<file path="config.mk">
export PLATFORM = sky130hd
export DESIGN_NAME = ecr_redirect
export DESIGN_NICKNAME = d
export VERILOG_FILES = /design/src/ecr_pkg.sv /design/src/ecr_fifo.sv /design/src/ecr_frame_mem.sv /design/src/ecr_redirect.sv
export SDC_FILE = /design/constraint.sdc
export NUM_CORES = 1
export LEC_CHECK = 0
export BUFFER_PORTS_ARGS = -buffer_cell sky130_fd_sc_hd__buf_2
export CORE_MARGIN = 4
export CORE_UTILIZATION = 40
export CTS_BUF_LIST = sky130_fd_sc_hd__clkbuf_16
export DETAILED_ROUTE_END_ITERATION = 8
export SYNTH_ARGS = -nofsm -noshare
export SYNTH_HDL_FRONTEND = slang
export SYNTH_HIERARCHICAL = 1
export SYNTH_SLANG_ARGS = --single-unit
</file>
<file path="constraint.sdc">
create_clock -name clk_i -period 9.2 [get_ports clk_i]
set_input_delay 0.46 -clock clk_i [delete_from_list [all_inputs] [get_ports clk_i]]
set_output_delay 0.46 -clock clk_i [all_outputs]
set_load 0.01 [all_outputs]
</file>
<file path="src/ecr_pkg.sv">
// Constants, register map and types shared by the timeslot redirect block.
// Assumes a 32-bit classic Wishbone slave port and byte-wide stream channels.
package ecr_pkg;

  // ---------------------------------------------------------------------
  // Stream geometry
  // ---------------------------------------------------------------------
  localparam int CH_W       = 5;
  localparam int BYTE_W     = 8;
  localparam int FIFO_DEPTH = 4;
  localparam int FIFO_W     = CH_W + 3 * BYTE_W;
  localparam int MEM_AW     = CH_W + 1;

  localparam logic [CH_W-1:0] SLOT15 = 5'h0f;
  localparam logic [CH_W-1:0] SLOT16 = 5'h10;
  localparam logic [CH_W-1:0] SLOT31 = 5'h1f;
  localparam logic [CH_W-1:0] SLOT0  = 5'h00;

  localparam logic [BYTE_W-1:0] IDLE_BYTE = 8'hff;

  // ---------------------------------------------------------------------
  // Register byte offsets
  // ---------------------------------------------------------------------
  localparam logic [3:0] OFS_REDIRECT_CTRL = 4'h0;
  localparam logic [3:0] OFS_CHANNEL_MAP   = 4'h4;
  localparam logic [3:0] OFS_SIG_CFG       = 4'h8;
  localparam logic [3:0] OFS_STATUS        = 4'hc;

  // ---------------------------------------------------------------------
  // Field positions
  // ---------------------------------------------------------------------
  localparam int CTRL_EN15_BIT = 0;
  localparam int CTRL_EN16_BIT = 1;
  localparam int CTRL_EN31_BIT = 2;
  localparam int MAP15_LSB     = 0;
  localparam int MAP16_LSB     = 5;
  localparam int MAP31_LSB     = 10;
  localparam int SIGCFG_CCS_BIT = 0;
  localparam int STAT_CH_LSB   = 0;
  localparam int STAT_BANK_BIT = 5;
  localparam int STAT_SYNC_BIT = 6;
  localparam int STAT_OUTV_BIT = 7;

  // ---------------------------------------------------------------------
  // Reset values
  // ---------------------------------------------------------------------
  localparam logic [2:0]      CTRL_RESET  = 3'h0;
  localparam logic [CH_W-1:0] MAP31_RESET = 5'h1f;
  localparam logic [CH_W-1:0] MAP16_RESET = 5'h10;
  localparam logic [CH_W-1:0] MAP15_RESET = 5'h0f;
  localparam logic            CCS_RESET   = 1'b0;

  // ---------------------------------------------------------------------
  // Frame tracking states
  // ---------------------------------------------------------------------
  typedef enum logic [1:0] {
    ECR_SYNC  = 2'b00,
    ECR_FRAME = 2'b01
  } ecr_state_type;

endpackage

</file>
<file path="src/ecr_fifo.sv">
// Shift-register FIFO with valid/ready on both sides; head entry is a flop.
// Assumes one clock and a synchronous active-high reset.
module ecr_fifo #(
  parameter int W     = 29,
  parameter int DEPTH = 4
) (
  input  wire logic         clk_i,
  input  wire logic         rst_i,
  input  wire logic         in_valid_i,
  output logic              in_ready_o,
  output logic              room2_o,
  input  wire logic [W-1:0] in_data_i,
  output logic              out_valid_o,
  input  wire logic         out_ready_i,
  output logic [W-1:0]      out_data_o
);

  localparam int CW = $clog2(DEPTH + 1);

  logic [CW-1:0] cnt_r;
  logic [CW-1:0] cnt_nxt;
  logic [CW-1:0] wr_idx;
  logic [W-1:0]  q_r   [DEPTH];
  logic [W-1:0]  q_nxt [DEPTH];
  logic          push;
  logic          pop;

  // ---------------------------------------------------------------------
  // Occupancy
  // ---------------------------------------------------------------------
  always_comb begin
    pop     = out_valid_o & out_ready_i;
    push    = in_valid_i & in_ready_o;
    wr_idx  = cnt_r - CW'(pop);
    cnt_nxt = cnt_r + CW'(push) - CW'(pop);
  end

  // ---------------------------------------------------------------------
  // Entries shift toward the head on pop
  // ---------------------------------------------------------------------
  for (genvar i = 0; i < DEPTH; i++) begin : g_entry
    always_comb begin
      q_nxt[i] = q_r[i];
      if (pop) begin
        q_nxt[i] = (i < DEPTH - 1) ? q_r[(i < DEPTH - 1) ? i + 1 : i] : q_r[i];
      end
      if (push && (wr_idx == CW'(i))) begin
        q_nxt[i] = in_data_i;
      end
    end

    always_ff @(posedge clk_i) begin
      q_r[i] <= q_nxt[i];
    end
  end

  always_ff @(posedge clk_i) begin
    if (rst_i) begin
      cnt_r       <= '0;
      out_valid_o <= 1'b0;
      in_ready_o  <= 1'b1;
      room2_o     <= 1'b1;
    end else begin
      cnt_r       <= cnt_nxt;
      out_valid_o <= (cnt_nxt != '0);
      in_ready_o  <= (cnt_nxt != CW'(DEPTH));
      room2_o     <= (cnt_nxt <= CW'(DEPTH - 2));
    end
  end

  assign out_data_o = q_r[0];

endmodule

</file>
<file path="src/ecr_frame_mem.sv">
// Two-bank control-input frame store: one write port, one registered read.
// Assumes one clock; contents are undefined until first written.
module ecr_frame_mem #(
  parameter int AW = 6,
  parameter int DW = 8
) (
  input  wire logic          clk_i,
  input  wire logic          wr_en_i,
  input  wire logic [AW-1:0] wr_addr_i,
  input  wire logic [DW-1:0] wr_data_i,
  input  wire logic [AW-1:0] rd_addr_i,
  output logic [DW-1:0]      rd_data_o
);

  logic [DW-1:0] mem_r [2**AW];

  always_ff @(posedge clk_i) begin
    if (wr_en_i) begin
      mem_r[wr_addr_i] <= wr_data_i;
    end
    rd_data_o <= mem_r[rd_addr_i];
  end

endmodule

</file>
<file path="src/ecr_redirect.sv">
// E1 timeslot redirect between line, data streams and control streams.
// Assumes the framer presents one channel per accepted strobe, channel 0 first
// in each frame, all on clk_i; registers reached over classic Wishbone.
module ecr_redirect
  import ecr_pkg::*;
(
  input  wire logic              clk_i,
  input  wire logic              rst_i,
  // Wishbone slave
  input  wire logic              cyc_i,
  input  wire logic              stb_i,
  input  wire logic              we_i,
  input  wire logic [3:0]        adr_i,
  input  wire logic [3:0]        sel_i,
  input  wire logic [31:0]       dat_i,
  output logic [31:0]            dat_o,
  output logic                   ack_o,
  // Per-channel input from the framer
  input  wire logic              ch_valid_i,
  output logic                   ch_ready_o,
  input  wire logic [CH_W-1:0]   ch_num_i,
  input  wire logic [BYTE_W-1:0] line_rx_i,
  input  wire logic [BYTE_W-1:0] data_stream_in_i,
  input  wire logic [BYTE_W-1:0] control_stream_in_i,
  // Per-channel output
  output logic                   out_valid_o,
  input  wire logic              out_ready_i,
  output logic [CH_W-1:0]        out_ch_o,
  output logic [BYTE_W-1:0]      line_tx_o,
  output logic [BYTE_W-1:0]      data_stream_out_o,
  output logic [BYTE_W-1:0]      control_stream_out_o
);

  // ---------------------------------------------------------------------
  // Declarations
  // ---------------------------------------------------------------------
  logic                slot31_redirect_en_r, slot31_redirect_en_nxt;
  logic                slot16_redirect_en_r, slot16_redirect_en_nxt;
  logic                slot15_redirect_en_r, slot15_redirect_en_nxt;
  logic [CH_W-1:0]     map31_r, map31_nxt;
  logic [CH_W-1:0]     map16_r, map16_nxt;
  logic [CH_W-1:0]     map15_r, map15_nxt;
  logic                common_channel_sig_select_r, common_channel_sig_select_nxt;
  logic                ack_r, ack_nxt;
  logic [31:0]         rdat_r, rdat_nxt;
  logic                wr_stb;

  ecr_state_type       state_r, state_nxt;
  logic                bank_r, bank_nxt;
  logic [CH_W-1:0]     last_ch_r, last_ch_nxt;
  logic [BYTE_W-1:0]   cap31_r, cap31_nxt, hold31_r, hold31_nxt;
  logic [BYTE_W-1:0]   cap16_r, cap16_nxt, hold16_r, hold16_nxt;
  logic [BYTE_W-1:0]   cap15_r, cap15_nxt, hold15_r, hold15_nxt;
  logic                s1_valid_r, s1_valid_nxt;
  logic [CH_W-1:0]     s1_ch_r, s1_ch_nxt;
  logic [BYTE_W-1:0]   s1_data_stream_in_r, s1_data_stream_in_nxt;
  logic [BYTE_W-1:0]   s1_rx_r, s1_rx_nxt;
  logic [BYTE_W-1:0]   s1_control_stream_out_r, s1_control_stream_out_nxt;
  logic                s1_redir_r, s1_redir_nxt;

  logic                accept;
  logic                frame_start;
  logic                wr_bank;
  logic                act31, act16, act15;
  logic [CH_W-1:0]     rd_ch;
  logic [BYTE_W-1:0]   mem_rdata;
  logic [BYTE_W-1:0]   tx_byte;
  logic                fifo_room2;
  logic [FIFO_W-1:0]   fifo_in;
  logic [FIFO_W-1:0]   fifo_out;

  // ---------------------------------------------------------------------
  // Wishbone register file
  // ---------------------------------------------------------------------
  always_comb begin
    wr_stb                        = cyc_i & stb_i & we_i & ~ack_r;
    ack_nxt                       = cyc_i & stb_i & ~ack_r;
    slot31_redirect_en_nxt        = slot31_redirect_en_r;
    slot16_redirect_en_nxt        = slot16_redirect_en_r;
    slot15_redirect_en_nxt        = slot15_redirect_en_r;
    map31_nxt                     = map31_r;
    map16_nxt                     = map16_r;
    map15_nxt                     = map15_r;
    common_channel_sig_select_nxt = common_channel_sig_select_r;
    rdat_nxt                      = '0;
    if (wr_stb) begin
      case (adr_i)
        OFS_REDIRECT_CTRL: begin
          if (sel_i[0]) begin
            slot31_redirect_en_nxt = dat_i[CTRL_EN31_BIT];
            slot16_redirect_en_nxt = dat_i[CTRL_EN16_BIT];
            slot15_redirect_en_nxt = dat_i[CTRL_EN15_BIT];
          end
        end
        OFS_CHANNEL_MAP: begin
          if (sel_i[0]) begin
            map15_nxt       = dat_i[MAP15_LSB +: CH_W];
            map16_nxt[2:0]  = dat_i[MAP16_LSB +: 3];
          end
          if (sel_i[1]) begin
            map16_nxt[4:3]  = dat_i[MAP16_LSB + 3 +: 2];
            map31_nxt       = dat_i[MAP31_LSB +: CH_W];
          end
        end
        OFS_SIG_CFG: begin
          if (sel_i[0]) begin
            common_channel_sig_select_nxt = dat_i[SIGCFG_CCS_BIT];
          end
        end
        default: begin
        end
      endcase
    end
    if (ack_nxt && !we_i) begin
      case (adr_i)
        OFS_REDIRECT_CTRL: begin
          rdat_nxt[CTRL_EN31_BIT] = slot31_redirect_en_r;
          rdat_nxt[CTRL_EN16_BIT] = slot16_redirect_en_r;
          rdat_nxt[CTRL_EN15_BIT] = slot15_redirect_en_r;
        end
        OFS_CHANNEL_MAP: begin
          rdat_nxt[MAP31_LSB +: CH_W] = map31_r;
          rdat_nxt[MAP16_LSB +: CH_W] = map16_r;
          rdat_nxt[MAP15_LSB +: CH_W] = map15_r;
        end
        OFS_SIG_CFG: begin
          rdat_nxt[SIGCFG_CCS_BIT] = common_channel_sig_select_r;
        end
        OFS_STATUS: begin
          rdat_nxt[STAT_CH_LSB +: CH_W] = last_ch_r;
          rdat_nxt[STAT_BANK_BIT]       = bank_r;
          rdat_nxt[STAT_SYNC_BIT]       = (state_r == ECR_FRAME);
          rdat_nxt[STAT_OUTV_BIT]       = out_valid_o;
        end
        default: begin
          rdat_nxt = '0;
        end
      endcase
    end
  end

  always_ff @(posedge clk_i) begin
    if (rst_i) begin
      slot31_redirect_en_r        <= CTRL_RESET[CTRL_EN31_BIT];
      slot16_redirect_en_r        <= CTRL_RESET[CTRL_EN16_BIT];
      slot15_redirect_en_r        <= CTRL_RESET[CTRL_EN15_BIT];
      map31_r                     <= MAP31_RESET;
      map16_r                     <= MAP16_RESET;
      map15_r                     <= MAP15_RESET;
      common_channel_sig_select_r <= CCS_RESET;
      ack_r                       <= 1'b0;
      rdat_r                      <= '0;
    end else begin
      slot31_redirect_en_r        <= slot31_redirect_en_nxt;
      slot16_redirect_en_r        <= slot16_redirect_en_nxt;
      slot15_redirect_en_r        <= slot15_redirect_en_nxt;
      map31_r                     <= map31_nxt;
      map16_r                     <= map16_nxt;
      map15_r                     <= map15_nxt;
      common_channel_sig_select_r <= common_channel_sig_select_nxt;
      ack_r                       <= ack_nxt;
      rdat_r                      <= rdat_nxt;
    end
  end

  assign ack_o = ack_r;
  assign dat_o = rdat_r;

  // ---------------------------------------------------------------------
  // Effective redirects and frame tracking
  // ---------------------------------------------------------------------
  always_comb begin
    accept      = ch_valid_i & ch_ready_o;
    frame_start = accept & (ch_num_i == SLOT0);
    act31 = slot31_redirect_en_r & common_channel_sig_select_r & (state_r == ECR_FRAME);
    act16 = slot16_redirect_en_r & common_channel_sig_select_r & (state_r == ECR_FRAME);
    act15 = slot15_redirect_en_r & common_channel_sig_select_r & (state_r == ECR_FRAME);
    wr_bank     = frame_start ? ~bank_r : bank_r;
    state_nxt   = state_r;
    bank_nxt    = wr_bank;
    last_ch_nxt = accept ? ch_num_i : last_ch_r;
    case (state_r)
      ECR_SYNC: begin
        if (frame_start) begin
          state_nxt = ECR_FRAME;
        end
      end
      ECR_FRAME: begin
        state_nxt = ECR_FRAME;
      end
      default: begin
        state_nxt = ECR_SYNC;
      end
    endcase
  end

  // Received redirect slots are captured this frame and replayed next frame
  always_comb begin
    cap31_nxt  = cap31_r;
    cap16_nxt  = cap16_r;
    cap15_nxt  = cap15_r;
    hold31_nxt = hold31_r;
    hold16_nxt = hold16_r;
    hold15_nxt = hold15_r;
    if (frame_start) begin
      hold31_nxt = cap31_r;
      hold16_nxt = cap16_r;
      hold15_nxt = cap15_r;
    end
    if (accept) begin
      case (ch_num_i)
        SLOT31:  cap31_nxt = line_rx_i;
        SLOT16:  cap16_nxt = line_rx_i;
        SLOT15:  cap15_nxt = line_rx_i;
        default: begin
        end
      endcase
    end
  end

  // ---------------------------------------------------------------------
  // Stage 0: choose sources, read the previous frame's control input
  // ---------------------------------------------------------------------
  always_comb begin
    rd_ch        = ch_num_i;
    s1_redir_nxt = 1'b0;
    case (ch_num_i)
      SLOT31: begin
        rd_ch        = map31_r;
        s1_redir_nxt = act31;
      end
      SLOT16: begin
        rd_ch        = map16_r;
        s1_redir_nxt = act16;
      end
      SLOT15: begin
        rd_ch        = map15_r;
        s1_redir_nxt = act15;
      end
      default: begin
        s1_redir_nxt = 1'b0;
      end
    endcase
    // Next-value hold so channel 0 already sees the frame just ended
    s1_control_stream_out_nxt = IDLE_BYTE;
    if (act15 && (map15_r == ch_num_i)) begin
      s1_control_stream_out_nxt = hold15_nxt;
    end
    if (act16 && (map16_r == ch_num_i)) begin
      s1_control_stream_out_nxt = hold16_nxt;
    end
    if (act31 && (map31_r == ch_num_i)) begin
      s1_control_stream_out_nxt = hold31_nxt;
    end
    s1_valid_nxt = accept;
    s1_ch_nxt    = accept ? ch_num_i : s1_ch_r;
    s1_data_stream_in_nxt  = accept ? data_stream_in_i : s1_data_stream_in_r;
    s1_rx_nxt    = accept ? line_rx_i : s1_rx_r;
    if (!accept) begin
      s1_redir_nxt = s1_redir_r;
      s1_control_stream_out_nxt  = s1_control_stream_out_r;
    end
  end

  always_ff @(posedge clk_i) begin
    if (rst_i) begin
      state_r    <= ECR_SYNC;
      bank_r     <= 1'b0;
      last_ch_r  <= '0;
      cap31_r    <= IDLE_BYTE;
      cap16_r    <= IDLE_BYTE;
      cap15_r    <= IDLE_BYTE;
      hold31_r   <= IDLE_BYTE;
      hold16_r   <= IDLE_BYTE;
      hold15_r   <= IDLE_BYTE;
      s1_valid_r <= 1'b0;
      s1_ch_r    <= '0;
      s1_data_stream_in_r  <= '0;
      s1_rx_r    <= '0;
      s1_control_stream_out_r  <= IDLE_BYTE;
      s1_redir_r <= 1'b0;
    end else begin
      state_r    <= state_nxt;
      bank_r     <= bank_nxt;
      last_ch_r  <= last_ch_nxt;
      cap31_r    <= cap31_nxt;
      cap16_r    <= cap16_nxt;
      cap15_r    <= cap15_nxt;
      hold31_r   <= hold31_nxt;
      hold16_r   <= hold16_nxt;
      hold15_r   <= hold15_nxt;
      s1_valid_r <= s1_valid_nxt;
      s1_ch_r    <= s1_ch_nxt;
      s1_data_stream_in_r  <= s1_data_stream_in_nxt;
      s1_rx_r    <= s1_rx_nxt;
      s1_control_stream_out_r  <= s1_control_stream_out_nxt;
      s1_redir_r <= s1_redir_nxt;
    end
  end

  ecr_frame_mem #(
    .AW (MEM_AW),
    .DW (BYTE_W)
  ) u_cst_store (
    .clk_i     (clk_i),
    .wr_en_i   (accept),
    .wr_addr_i ({wr_bank, ch_num_i}),
    .wr_data_i (control_stream_in_i),
    .rd_addr_i ({~wr_bank, rd_ch}),
    .rd_data_o (mem_rdata)
  );

  // ---------------------------------------------------------------------
  // Stage 1: assemble the channel and queue it
  // ---------------------------------------------------------------------
  always_comb begin
    tx_byte = s1_redir_r ? mem_rdata : s1_data_stream_in_r;
    // Data-out always carries the received slot, redirected or not
    fifo_in = {s1_ch_r, tx_byte, s1_rx_r, s1_control_stream_out_r};
  end

  ecr_fifo #(
    .W     (FIFO_W),
    .DEPTH (FIFO_DEPTH)
  ) u_out_fifo (
    .clk_i       (clk_i),
    .rst_i       (rst_i),
    .in_valid_i  (s1_valid_r),
    .in_ready_o  (),
    .room2_o     (fifo_room2),
    .in_data_i   (fifo_in),
    .out_valid_o (out_valid_o),
    .out_ready_i (out_ready_i),
    .out_data_o  (fifo_out)
  );

  // Two free entries guarantee room for the channel already in stage 1
  assign ch_ready_o           = fifo_room2;
  assign out_ch_o             = fifo_out[FIFO_W-1 -: CH_W];
  assign line_tx_o            = fifo_out[3*BYTE_W-1 -: BYTE_W];
  assign data_stream_out_o    = fifo_out[2*BYTE_W-1 -: BYTE_W];
  assign control_stream_out_o = fifo_out[BYTE_W-1:0];

endmodule

</file>
After elaboration in Yosys (flattened, before gate mapping):

Memory sizes are Yosys's and may differ from the RTL's. A register that Yosys moved wholly into a read port is not among the register bits.
Cells that the tools add are included.

* input bits: 76
* output and inout port bits: 64
* register bits after elaboration: 140
* logic and storage cells: 117
* memories kept: 2
* RAM bits: 628

Memory list
* u_cst_store.mem_r: depth 64, bits a word 8, rd ports 1, clocked after Yosys merged registers in 1, wr ports 1, RTL line ecr_frame_mem.sv:15 `logic [DW-1:0] mem_r [2**AW];`
* u_out_fifo.q_r: depth 4, bits a word 29, rd ports 4, clocked after Yosys merged registers in 0, wr ports 4, RTL line ecr_fifo.sv:23 `logic [W-1:0] q_r [DEPTH];`

* bitwise operators: 19
* equal/unequal tests: 15
* $lt $le $gt $ge: 1
* $add $sub $neg: 3
* multiplexer cells: 24
* reduce and logical (&&, ||, !) cells: 23

Operators with widths (count)
* two-way mux 29 bit: 7
* two-way mux 8 bit: 7
* equality test 5 bit: 3
* one-hot mux 5 bit (3 select lines): 1
* bitwise AND 1 bit: 14
* AND reduction 3 bit: 4
* equality test 5 bit (second input constant): 2
* one-hot mux 5 bit (2 select lines): 1
* equality test 4 bit (second input constant): 2
* logical AND 1 bit: 8
* equality test 3 x 2 -> 1 bit (second input constant): 2
* one-hot mux 2 bit (3 select lines): 1
* AND reduction 2 bit: 3
* subtractor 3 x 1 -> 3 bit: 2
* equality test 5 x 4 -> 1 bit (second input constant): 1
* zero test 5 bit: 1
* NOT 1 bit: 5
* equality test 4 x 3 -> 1 bit (second input constant): 1
* zero test 4 bit: 1
* one-hot mux 1 bit (4 select lines): 1
* one-hot mux 2 bit (2 select lines): 1
* adder 3 x 1 -> 3 bit: 1
* equality test 3 x 1 -> 1 bit (second input constant): 1
* less-or-equal comparator 3 x 2 -> 1 bit (second input constant): 1
* 12 further kinds: 14

Logic depth before layout (Yosys ltp):

* depth in word-level cells: 6
* depth in mapped cells: 15
* depth with buffers taken out: 9

Cells and area by module:

Netlist, hierarchy kept.

Modules (own cells, without submodules)
* ecr_frame_mem: cells each 940, times used 1, seq. area each 15534.9 µm², area each 20166.8 µm²
* ecr_redirect: cells each 536, times used 1, seq. area each 2322.2 µm², area each 5043.6 µm²
* ecr_fifo: cells each 253, times used 1, seq. area each 3603.5 µm², area each 4914.7 µm²

Worst setup path after synthesis:

No wires, ideal clock.

* path kind: input port to flip-flop
* from: input out_ready_i
* to: memory u_out_fifo.q_r[2][0] (enable)
* arrival time: 3.442 ns
* setup time: 0.455 ns
* required time: 8.745 ns
* path slack: 5.303 ns
* buffers on the path: 1
* cell stages on the path: 6
* path through: and3b_1 -> buf_6 -> ha_1 -> nand3b_1 -> nand2b_1 -> o21ai_0

RTL lines
* start: declaration: RTL line ecr_redirect.sv:27 `input wire logic out_ready_i,`
* end: declaration: RTL line ecr_fifo.sv:23

Final worst setup path:

* from: input ch_num_i[1]
* to: register u_cst_store.rd_data_o[5], read port of u_cst_store.mem_r

* elaborated cells on any way between the ends: 8
* classes of those cells: 3 x eq/ne; 2 x mux; 2 x bitwise; 1 x reduce/logical

RTL lines
* start: declaration: RTL line ecr_redirect.sv:21 `input wire logic [CH_W-1:0] ch_num_i,`
* equality test 5 x 4 -> 1 bit / equality test 5 bit (equally long branches): RTL line ecr_redirect.sv:227 `case (ch_num_i)`
* one-hot mux 5 bit (3 select lines) (*): RTL line ecr_redirect.sv:227
* net rd_ch[0]: RTL line ecr_redirect.sv:65 `logic [CH_W-1:0] rd_ch;`
* end: declaration: RTL line ecr_frame_mem.sv:12 `output logic [DW-1:0] rd_data_o`

The timed path passes the listed nets; every way through them passes the cells marked *.
A chain may end at the register's enable or synchronous reset.

==> results.py <==
metrics = {
    "final_layout": {
        "nFillCells": 6358,
        "drive_gt1_share_pct": 25.5,
        "nets": 1919,
        "final_cell_mix": "edfxtp_1 (628), dfxtp_1 (130), mux4_2 (127), nor2_1 (123), buf_2 (103)",
        "area_growth_pct": 12.8,
        "layout_commonest_cell": "edfxtp_1",
        "fin_area_mm2": 0.0340,
    },
    "clock_network": {
        "cts-root-buf": "clkbuf_16",
        "htree_levels": 3,
        "cts.sinks": 758,
        "cts_tree": "done",
        "cts.path.max_buffers": 3,
        "clk_pin_slew_worst_paths_ns": 0.05,
        "cts_setup_buffers": 0,
        "clock_latency_ns": 0.64,
        "cts.hold.buffers_added": 0,
        "cts_buffers": 80,
        "cts.repair.resized": 0,
    },
    "synth": {
        "synth_edf_count": 628,
        "avgSynthCellArea_um2": 17.4,
        "syn_inst": 1729,
        "ys.flop_type": "edfxtp_1",
        "synth_area_mm2": 0.0301,
        "ys_seq_area_share_pct": 71.2,
        "ys_warn_count": 6,
        "async_flop_share_pct": 0,
        "synth_cell_types": 67,
        "synth.ff_latch_count": 758,
    },
    "setup_path": {
        "crit_required_ns": 9.67,
        "reg2reg_from": "map15_r[0]",
        "arrival_ns": 5.14,
        "start_kind": "input pin",
        "cp-startpoint": "ch_num_i[1]",
        "worstPathMaxFanout": 111,
        "crit_type": "in2reg",
        "endpoint_kind": "flop",
    },
    "floorplan": {
        "num_rows": 100,
        "die_area_mm2": 0.0798,
        "die_w_um": 282,
        "core_area_mm2": 0.0746,
        "die_h_um": 282,
        "io-pin-count": 140,
        "start_util_pct": 40.4,
    },
    "timing": {
        "skew_ns": 0.0226,
        "final.min_clock_period_ns": 4.67,
        "finalSetupViolations": 0,
        "holdWs_ns": 0.0757,
        "rsz0062_at_grt": "no",
        "slew_viol_final": 0,
        "slew-limit-headroom_pct": 12.6,
        "period_share_pct": 50.8,
        "worst_pin_slew_ns": 1.30,
        "finalHoldViolCount": 0,
        "fmax_ghz": 0.214,
        "tns_ns": 0,
    },
    "pwr": {
        "power_frac_comb_pct": 10.1,
        "ir_worst_vdd_mv": 0.125,
        "p_switching_mw": 1.88,
        "cellLeakagePower_nw": 11.2,
        "intPower_mw": 5.94,
        "power.share.switching_pct": 24.0,
        "sequentialPowerShare_pct": 51.2,
        "power.share.clock_pct": 38.7,
        "p_per_area_mw_per_mm2": 230,
    },
    "outcome": {
        "status": "completed",
    },
    "global_routing": {
        "grt_first_pass_wirelength_mm": 102,
        "gr-total-overflow": 0,
        "grt_pass1_vias": 15900,
        "grt_usage_pct": 17.0,
        "grt_max_degree": 112,
        "antenna_found_initial": 1,
    },
    "routing": {
        "num_vias": 15800,
        "antenna_left": 0,
        "totalWireLength_mm": 68.0,
        "drcViolationCount": 0,
        "wire_per_inst_um": 23.7,
        "drtIter0Drc": 1285,
        "viasPerCell": 5.50,
        "firstDrtPassIters": 5,
    },
    "worst_hold_path": {
        "min_from": "dat_i[8]",
        "hold_class": "in2reg",
    },
    "placement": {
        "gp_congestion": 0.803,
        "dpl_cell_area_mm2": 0.0315,
        "io_buffer_count": 103,
        "dp_hpwl_mm": 41.1,
    },
    "job": {
        "maxCapViolations": 0,
    },
}
registers in the layout, summed over array words and instances (netlist names), 8 cells and up:
signal and count:
hold16_r 8, dat_o 15, s1_control_stream_out_r 8, u_cst_store/rd_data_o 8, hold15_r 8, cap15_r 8
cap16_r 8, hold31_r 8, s1_data_stream_in_r 8, u_out_fifo/q_r 116, u_cst_store/mem_r 512, s1_rx_r 8
cap31_r 8
critical path, cell delays in order:
cell and delay [ns]:
buf_2 0.26, nor4_4 0.67, a221oi_1 0.26, a211oi_4 0.24, buf_4 0.49, buf_12 0.66
mux4_2 0.60, nor2b_1 0.14, a2111oi_0 0.94, o41ai_1 0.15
synthesized netlist by cell type, types with 21 or more instances:
cell type  instances  area share (%)
edfxtp_1         628              63
clkbuf_1          35            0.44
mux2_2            91             3.4
nand2_1           87             1.1
nand3_1           21            0.35
nor2b_1           32            0.66
nor2_1           124             1.5
dfxtp_1          130             8.6
mux2_1            30             1.1
a21oi_1           31            0.52
buf_4             37            0.92
mux4_2           127             9.5
a211o_1           26            0.76
mux2i_1           46             1.5
layout make-up:
cell class	count	area [µm²]	share of cell area [%]
clock buffers	80	2000	5.89
flip-flops and latches	758	21500	63.2
clock inverters	65	483	1.42
diodes	1	2.50	0.00737
well taps	969	1210	3.57
multi-input cells	857	8040	23.7
inverters	16	60.1	0.177
repair buffers	127	708	2.08
per-stage QoR:
| step | setup WS, ns | util [%] | total power [mW] | std cells |
|---|---|---|---|---|
| floorplan | 5.30 | - | 4.57 | 1745 |
| global placement | 4.09 | 42.2 | 4.86 | 2727 |
| detailed placement | 4.06 | 42.2 | 4.88 | 2727 |
| CTS | 4.72 | 45.6 | 7.90 | 2872 |
| global route | 4.39 | 45.6 | 8.12 | 2872 |
| finish | 4.53 | 45.6 | 7.82 | 2873 |
layer usage:
metal / GRT usage [%] / share of wire, % / vias up
li1: - / - / 6965
met1: 23.6 / 43 / 8200
met2: 28.1 / 48 / 533
met3: 2.82 / 5.9 / 102
met4: 4.95 / 2.5 / 0
met5: 0 / 0 / -
kinds of logic (layout without fill, tap and decap cells):
logic type,count (synthesis),count (layout),synth area share [%]
DFF,758,758,71.2
muxes,294,294,15.5
xor gates and xnor gates,19,19,0.598
and+or+nand+nor,367,367,6.05
adders and majority gates,3,3,0.150
buffers and inverters,130,288,2.61
AOI/OAI and AO/OA,157,157,3.80
other,1,18,0.0124
power groups by stage:
| stage | Combinational [mW] | Sequential [mW] | Clock [mW] |
|---|---|---|---|
| 4_1_cts | 0.805 | 4.01 | 3.09 |
| 3_3_place_gp | 0.785 | 4.07 | 0 |
| 5_1_grt | 0.858 | 4.02 | 3.25 |
| 2_1_floorplan | 0.505 | 4.07 | 0 |
| 6_report | 0.790 | 4.00 | 3.03 |
| 3_5_place_dp | 0.802 | 4.08 | 0 |
final timing paths:
kind | endpoint | slack, ns | cells past startpoint
worst max-delay path | u_cst_store/rd_data_o[5] | 4.53 | 10
worst min-delay path | map16_r[3] | 0.08 | 3
worst max register to register | u_cst_store/rd_data_o[5] | 4.92 | 8
worst min register to register | s1_data_stream_in_r[2] | 0.45 | 2
No activity file was read; power rests on OpenSTA's default activity.
